### src/inc/mmb_pkg.sv
// Constants and types of the memory map and boot ROM control block.
package mmb_pkg;
  localparam logic [15:0] MMB_FLASH_MAP_CONTROL_OFS = 16'h0fd0;
  localparam logic [15:0] MMB_MAP_COMMIT_KEY_OFS    = 16'h0fd1;
  localparam logic [15:0] MMB_FLASH_MAP_SHADOW_OFS  = 16'h0fd2;
  localparam logic [7:0]  MMB_FLASH_MAP_RESET       = 8'h40;
  localparam logic [7:0]  MMB_COMMIT_KEY_FIELD      = 8'hd5;
  localparam int          MMB_BOOTROM_MAP_BIT       = 5;
  localparam logic [7:0]  MMB_UNMAPPED_DATA         = 8'hff;
  localparam logic [15:0] MMB_BOOT_LO               = 16'h1000;
  localparam logic [15:0] MMB_BOOT_HI               = 16'h17ff;
  localparam logic [15:0] MMB_FLASH_LO              = 16'h8000;
  localparam logic [15:0] MMB_SFR1_LO               = 16'h0000;
  localparam logic [15:0] MMB_SFR1_HI               = 16'h003f;
  localparam logic [15:0] MMB_SFR2_LO               = 16'h0f00;
  localparam logic [15:0] MMB_SFR2_HI               = 16'h0fff;
  localparam logic [15:0] MMB_SFR3_LO               = 16'h0e40;
  localparam logic [15:0] MMB_SFR3_HI               = 16'h0eff;
  localparam logic [15:0] MMB_RAM_LO                = 16'h0040;
  localparam logic [15:0] MMB_RAM_HI                = 16'h083f;
  localparam int          MMB_BOOT_AW               = 11;

  typedef enum logic [2:0] {
    MMB_AREA_NONE  = 3'h0,
    MMB_AREA_SFR   = 3'h1,
    MMB_AREA_RAM   = 3'h2,
    MMB_AREA_BOOT  = 3'h3,
    MMB_AREA_FLASH = 3'h4
  } mmb_area_t;
endpackage

### src/logic/mmb_map.sv
// Memory map decoder with double-buffered boot ROM window control.
`timescale 1ns/100ps
module mmb_map
  import mmb_pkg::*;
(
  input  wire logic                    mclk,          // CPU clock
  input  wire logic                    rst_n,         // Async reset
  input  wire logic [15:0]             code_addr,     // Fetch address
  input  wire logic                    code_fetch,    // Fetch strobe
  input  wire logic [15:0]             data_addr,     // Data address
  input  wire logic                    data_rd,       // Data read strobe
  input  wire logic                    data_wr,       // Data write strobe
  input  wire logic [7:0]              data_wdata,    // Write data
  output mmb_area_t                    code_area,     // Fetch target
  output logic [MMB_BOOT_AW-1:0]       code_boot_ofs, // Boot ROM offset
  output mmb_area_t                    data_area,     // Data target
  output logic [MMB_BOOT_AW-1:0]       data_boot_ofs, // Boot ROM offset
  output logic [7:0]                   data_rdata,    // Register data
  output logic                         data_rvalid,   // rdata is valid
  output logic                         bootrom_map_enable // Committed
);

  // The whole state of the decoder lives in one register. The buffered
  // control byte and its committed copy sit side by side, so the key write
  // moves the setting across in a single clock. The area outputs are
  // registered, which means software sees the decode one cycle after the
  // address was presented.
  typedef struct packed {
    logic [7:0]             ctrl;
    logic [7:0]             committed;
    mmb_area_t              code_area;
    logic [MMB_BOOT_AW-1:0] code_boot_ofs;
    mmb_area_t              data_area;
    logic [MMB_BOOT_AW-1:0] data_boot_ofs;
    logic [7:0]             rdata;
    logic                   rvalid;
  } mmb_state_t;

  mmb_state_t s;
  mmb_state_t next_s;

  logic boot_on;
  logic code_in_boot;
  logic data_in_boot;
  logic data_in_sfr;
  logic data_in_ram;

  always_comb
  begin
    boot_on      = s.committed[MMB_BOOTROM_MAP_BIT];
    code_in_boot = (code_addr >= MMB_BOOT_LO) && (code_addr <= MMB_BOOT_HI);
    data_in_boot = (data_addr >= MMB_BOOT_LO) && (data_addr <= MMB_BOOT_HI);
    data_in_sfr  = ((data_addr >= MMB_SFR1_LO)
                    && (data_addr <= MMB_SFR1_HI))
                || ((data_addr >= MMB_SFR2_LO)
                    && (data_addr <= MMB_SFR2_HI))
                || ((data_addr >= MMB_SFR3_LO)
                    && (data_addr <= MMB_SFR3_HI));
    data_in_ram  = (data_addr >= MMB_RAM_LO)
                && (data_addr <= MMB_RAM_HI);

    next_s        = s;
    next_s.rvalid = 1'b0;
    next_s.rdata  = 8'h00;

    // Code side decode; the window only counts while mapped.
    if (code_fetch)
    begin
      next_s.code_boot_ofs = code_addr[MMB_BOOT_AW-1:0];
      if (code_in_boot && boot_on)
      begin
        next_s.code_area = MMB_AREA_BOOT;
      end
      else if (code_addr >= MMB_FLASH_LO)
      begin
        next_s.code_area = MMB_AREA_FLASH;
      end
      else
      begin
        next_s.code_area = MMB_AREA_NONE;
      end
    end

    // Data side decode.
    if (data_rd || data_wr)
    begin
      next_s.data_boot_ofs = data_addr[MMB_BOOT_AW-1:0];
      if (data_in_sfr)
      begin
        next_s.data_area = MMB_AREA_SFR;
      end
      else if (data_in_ram)
      begin
        next_s.data_area = MMB_AREA_RAM;
      end
      else if (data_in_boot && boot_on)
      begin
        next_s.data_area = MMB_AREA_BOOT;
      end
      else if (data_addr >= MMB_FLASH_LO)
      begin
        next_s.data_area = MMB_AREA_FLASH;
      end
      else
      begin
        next_s.data_area = MMB_AREA_NONE;
      end
    end

    // Register reads and the fixed answer of the unmapped window.
    if (data_rd)
    begin
      if (data_addr == MMB_FLASH_MAP_CONTROL_OFS)
      begin
        next_s.rvalid = 1'b1;
        next_s.rdata  = s.ctrl;
      end
      else if (data_addr == MMB_FLASH_MAP_SHADOW_OFS)
      begin
        next_s.rvalid = 1'b1;
        next_s.rdata  = s.committed;
      end
      else if (data_addr == MMB_MAP_COMMIT_KEY_OFS)
      begin
        next_s.rvalid = 1'b1;
        next_s.rdata  = 8'h00;
      end
      else if (data_in_boot && !boot_on)
      begin
        next_s.rvalid = 1'b1;
        next_s.rdata  = MMB_UNMAPPED_DATA;
      end
    end

    // Writes only touch the buffer; the key alone moves it across.
    if (data_wr)
    begin
      if (data_addr == MMB_FLASH_MAP_CONTROL_OFS)
      begin
        next_s.ctrl = data_wdata;
      end
      else if ((data_addr == MMB_MAP_COMMIT_KEY_OFS)
               && (data_wdata == MMB_COMMIT_KEY_FIELD))
      begin
        next_s.committed = s.ctrl;
      end
    end
  end

  always_ff @(posedge mclk or negedge rst_n)
  begin
    if (!rst_n)
    begin
      s.ctrl          <= MMB_FLASH_MAP_RESET;
      s.committed     <= MMB_FLASH_MAP_RESET;
      s.code_area     <= MMB_AREA_NONE;
      s.code_boot_ofs <= '0;
      s.data_area     <= MMB_AREA_NONE;
      s.data_boot_ofs <= '0;
      s.rdata         <= 8'h00;
      s.rvalid        <= 1'b0;
    end
    else
    begin
      s <= next_s;
    end
  end

  assign code_area          = s.code_area;
  assign code_boot_ofs      = s.code_boot_ofs;
  assign data_area          = s.data_area;
  assign data_boot_ofs      = s.data_boot_ofs;
  assign data_rdata         = s.rdata;
  assign data_rvalid        = s.rvalid;
  assign bootrom_map_enable = s.committed[MMB_BOOTROM_MAP_BIT];

endmodule
### config.mk
export PLATFORM = sky130hd
export DESIGN_NAME = mmb_map
export DESIGN_NICKNAME = d
export VERILOG_FILES = /design/src/inc/mmb_pkg.sv /design/src/logic/mmb_map.sv
export SDC_FILE = /design/constraint.sdc
export NUM_CORES = 1
export LEC_CHECK = 0
export BUFFER_PORTS_ARGS = -buffer_cell sky130_fd_sc_hd__buf_2
export CORE_UTILIZATION = 45
export DETAILED_ROUTE_END_ITERATION = 10
export PLACE_DENSITY = 0.75
export SYNTH_ARGS = -nofsm -noshare
export SYNTH_HDL_FRONTEND = slang
export SYNTH_SLANG_ARGS = --single-unit
### constraint.sdc
create_clock -name mclk -period 1.6 [get_ports mclk]
set_input_delay 0.08 -clock mclk [delete_from_list [all_inputs] [get_ports mclk]]
set_output_delay 0.08 -clock mclk [all_outputs]
set_load 0.005 [all_outputs]
After elaboration in Yosys (flattened, before gate mapping)

Cells that the tools add are included.

Register bits: 53
Input port bits: 45
Output and inout port bits: 38
Logic and storage cells: 54

Bitwise operators: 1
Reduce and logical (&&, ||, !) cells: 16
Equality and inequality tests: 4
Multiplexer cells: 11
Order comparisons: 14

Operators by type and width:

| cell                   | count |
|---|---|
| $eq A16 B12 Y1 const B | 3 |
| $le A16 B12 Y1 const B | 3 |
| $mux W9                | 5 |
| $ge A16 B12 Y1 const B | 2 |
| $ge A16 B13 Y1 const B | 2 |
| $ge A16 B16 Y1 const B | 2 |
| $le A16 B13 Y1 const B | 2 |
| $mux W3                | 6 |
| $ge A16 B1 Y1 const B  | 1 |
| $ge A16 B7 Y1 const B  | 1 |
| $le A16 B6 Y1 const B  | 1 |
| $logic_and A1 B1 Y1    | 10 |
| $eq A8 B8 Y1 const B   | 1 |
| $logic_or A1 B1 Y1     | 3 |
| $reduce_and A3 Y1      | 1 |
| $reduce_and A2 Y1      | 1 |
| $logic_not A1 Y1       | 1 |
| $not A1 Y1             | 1 |

Longest topological paths before layout

Word-level depth: 8
Gate-level depth with buffers: 5
Mapped depth without buffers: 4

Worst setup path after synthesis

Ideal clock, no wire load.

Path type: input to register
From: input data_addr[13]
To: register s, in the netlist data_rdata[1]
Setup time: 0.065 ns
Path buffers: 0
Setup slack: -0.041 ns
Data required time: 1.535 ns
Stages: 4
Arrival: 1.576 ns
Path through: or3_4 -> or4b_2 -> a21boi_4 -> o221a_2

RTL lines:

| what                   | RTL line       | RTL |
|---|---|---|
| start: declaration     | mmb_map.sv:10  | `input wire logic [15:0] data_addr,` |
| end signal: assignment | mmb_map.sv:165 | `s <= next_s;` |
| end: declaration       | mmb_map.sv:39  | `mmb_state_t s;` |

==> summary.md <==
| Metric | Value |
|---|---|
| Post-synth EDFFs | `0` |
| MaxCap Viol Count | `0` |
| Maximum vdd drop | `0.000460 V` |
| Commonest non-fill, non-tap cell in the layout | `buf_2` |
| Root Buffer | `clkbuf_8` |
| Pwr dens | `882 mW/mm²` |
| Die X | `75.3 µm` |
| Status | `completed` |
| Final hold vios | `0` |
| Post-DP Area | `0.00271 mm²` |
| Initial antenna violation count | `0` |
| First-pass GRT wire length | `6790 µm` |
| Largest net degree at the start of global routing | `31` |
| Detailed placement HPWL | `3140 µm` |
| Routed Antenna Nets | `0` |
| Min-delay src | `code_addr[8]` |
| Area share of the largest cell type after synthesis | `0.517` |
| Antenna diodes | `0` |
| Pint | `2.02 mW` |
| Leak Pwr | `1.46 nW` |
| RR Endpoint | `data_rdata[1]` |
| Std-Cell Rows | `26` |
| Synth cell types | `36` |
| Fin. max-slew vios | `0` |
| RSZ-0062 raised after global routing | `false` |
| CP Data Arrival Time | `1.75 ns` |
| Clock Path Buffers | `2` |
| TritonCTS Buffers | `5` |
| Min Clock Period, post-route | `1.51 ns` |
| Register share of total power | `0.537` |
| Net Switching | `0.585 mW` |
| Reg2reg start | `bootrom_map_enable` |
| Worst Hold Class | `in2reg` |
| Post_cts resized | `0` |
| Syn Area/Cell | `13.7 µm²` |
| Worst Tran Pin Value | `0.535 ns` |
| Die ar. | `0.00567 mm²` |
| Clock Skew | `0.00833 ns` |
| Fmax | `664 MHz` |
| Area contributors post-synth | `dfrtp_1 (52%), mux2_2 (19%), buf_4 (11%)` |
| Post-Layout Cell Count | `318` |
| Post-route cell area | `0.00295 mm²` |
| Synthesis-to-layout area growth | `21.9%` |
| Number of port buffers | `82` |
| Final WL | `4190 µm` |
| Vias per cell | `4.85` |
| CP required | `1.85 ns` |
| Crit. End Element | `flop` |
| Final GP Congestion | `0.719` |
| Final setup viols | `0` |
| Final core occ | `0.574` |
| Via count | `1541` |
| Mapped Cells | `177` |
| Post-synth top area cell | `dfrtp_1` |
| Fraction of layout cells with a size suffix above 1 | `0.617` |
| Warnings, synthesis | `0` |
| CTS tree | `done` |
| Fin crit share | `0.941` |
| WHS Path Cells | `2` |
| Total GRT Usage | `0.164` |
| Total grt overflow | `0` |
| Most frequent cells in the layout | `buf_2 (82), dfrtp_1 (50), mux2_2 (40)` |
| Main flop type after synthesis | `dfrtp_1` |
| Num ports | `83` |
| Asr flop ratio synth | `1.00` |
| Synthesized area | `0.00242 mm²` |
| Core area | `0.00514 mm²` |
| Worst skew pair latency | `0.31 ns` |
| TritonRoute pass-1 iters | `4` |
| Logic gate share of total power | `0.115` |
| Hold_ws | `0.00819 ns` |
| Crit Path Max Fanout | `8` |
| Clk sinks | `52` |
| Layout Nets | `292` |
| Htree depth | `2` |
| R2R cell count | `3` |
| Slew margin rel. | `0.643` |
| DRC viols | `0` |
| DRT iter0 DRCs | `68` |
| Die height | `75.3 µm` |
| Clk network pwr share | `0.348` |
| Worst setup SP type | `flop` |
| Switching share of power | `0.225` |
| Hold Path End | `code_boot_ofs[8]` |
| Post-synthesis sequential area ratio | `0.539` |
| Placed Cells | `297` |
| Initial Util | `0.471` |
| Vias in the first global route | `1537` |
| Crit Path Category | `reg2reg` |
| WL per Instance | `13.2 µm` |
| Syn Nets | `222` |
| R2r setup slk | `0.09 ns` |
| Yosys reg bits | `52` |
| Clk slew on worst S/H paths | `0.10 ns` |
==> critical path, stage by stage (launching register included) <==
cell      delay [ns]
dfrtp_1         0.39
or4b_4          0.57
a21boi_4        0.27
o221a_2         0.22
==> power by group through the flow <==
stage               Combinational [mW]  Clock (mW)  Sequential, mW
global placement                 0.275           0            1.42
finish                           0.299       0.906            1.40
floorplan                        0.186           0            1.42
detailed placement               0.280           0            1.42
global route                     0.334       0.990            1.40
CTS                              0.303       0.945            1.40
==> cells by family after synthesis <==
group	count (synthesis)	share of synthesized area
AND/OR/NAND/NOR	27	0.0874
flip-flops	52	0.539
AO/OA/AOI/OAI	17	0.0683
buffers and inverters	41	0.119
multiplexers	40	0.186
==> worst max path at each step <==
stage | start | to | cells after the start
floorplan | data_addr[12] | data_rdata[1] | 4
global placement | data_addr[12] | s[39] | 5
detailed placement | data_addr[12] | s[40] | 5
CTS | bootrom_map_enable | data_rdata[7] | 3
global route | bootrom_map_enable | data_rdata[6] | 3
finish | bootrom_map_enable | data_rdata[1] | 3
==> registers in the layout (all words and copies together), names as in the netlist <==
| signal | count |
|---|---|
| bootrom_map_enable | 1 |
| data_boot_ofs | 11 |
| s | 15 |
| data_rdata | 8 |
| data_rvalid | 1 |
| code_area | 2 |
| code_boot_ofs | 11 |
| data_area | 3 |
==> layer usage <==
metal / global-route usage / vias up / routed length [µm]
met5: 0 / - / 0
met4: 0.0679 / 0 / 70
met1: 0.186 / 727 / 1840
met3: 0.0542 / 7 / 285
li1: - / 752 / -
met2: 0.285 / 55 / 1990
==> final cells by class <==
class	instances	area, µm²
Sequential cell	52	1300
Multi-Input combinational cell	84	831
Timing Repair Buffer	102	606
Clock inverter	3	46.3
Fill cell	457	2190
Clock buffer	5	68.8
Inverter	2	7.51
Tap cell	70	87.6
==> synthesized netlist by cell type (2+ instances only) <==
library cell / instances
nand3b_1: 2
o221a_2: 7
nand2_1: 3
nor2_1: 2
inv_1: 2
clkbuf_1: 3
buf_4: 36
dfrtp_1: 50
nor4_1: 3
dfstp_2: 2
mux2_2: 40
nand4b_1: 3
==> repair_timing <==
action	4_1_cts	5_1_grt
hold endpoints to repair	31	1
hold buffers	12	1
setup buffers	0	0
==> per-stage QoR <==
stage / power, mW / TNS (ns) / worst slack (ns)
3_3_place_gp: 1.70 / -3.79 / -0.201
5_1_grt: 2.73 / 0 / 0.000520
2_1_floorplan: 1.60 / 0 / 0.00876
3_5_place_dp: 1.70 / -4.09 / -0.242
4_1_cts: 2.64 / 0 / 0.0824
6_report: 2.60 / 0 / 0.0938
No activity file was read; power rests on OpenSTA's default activity.
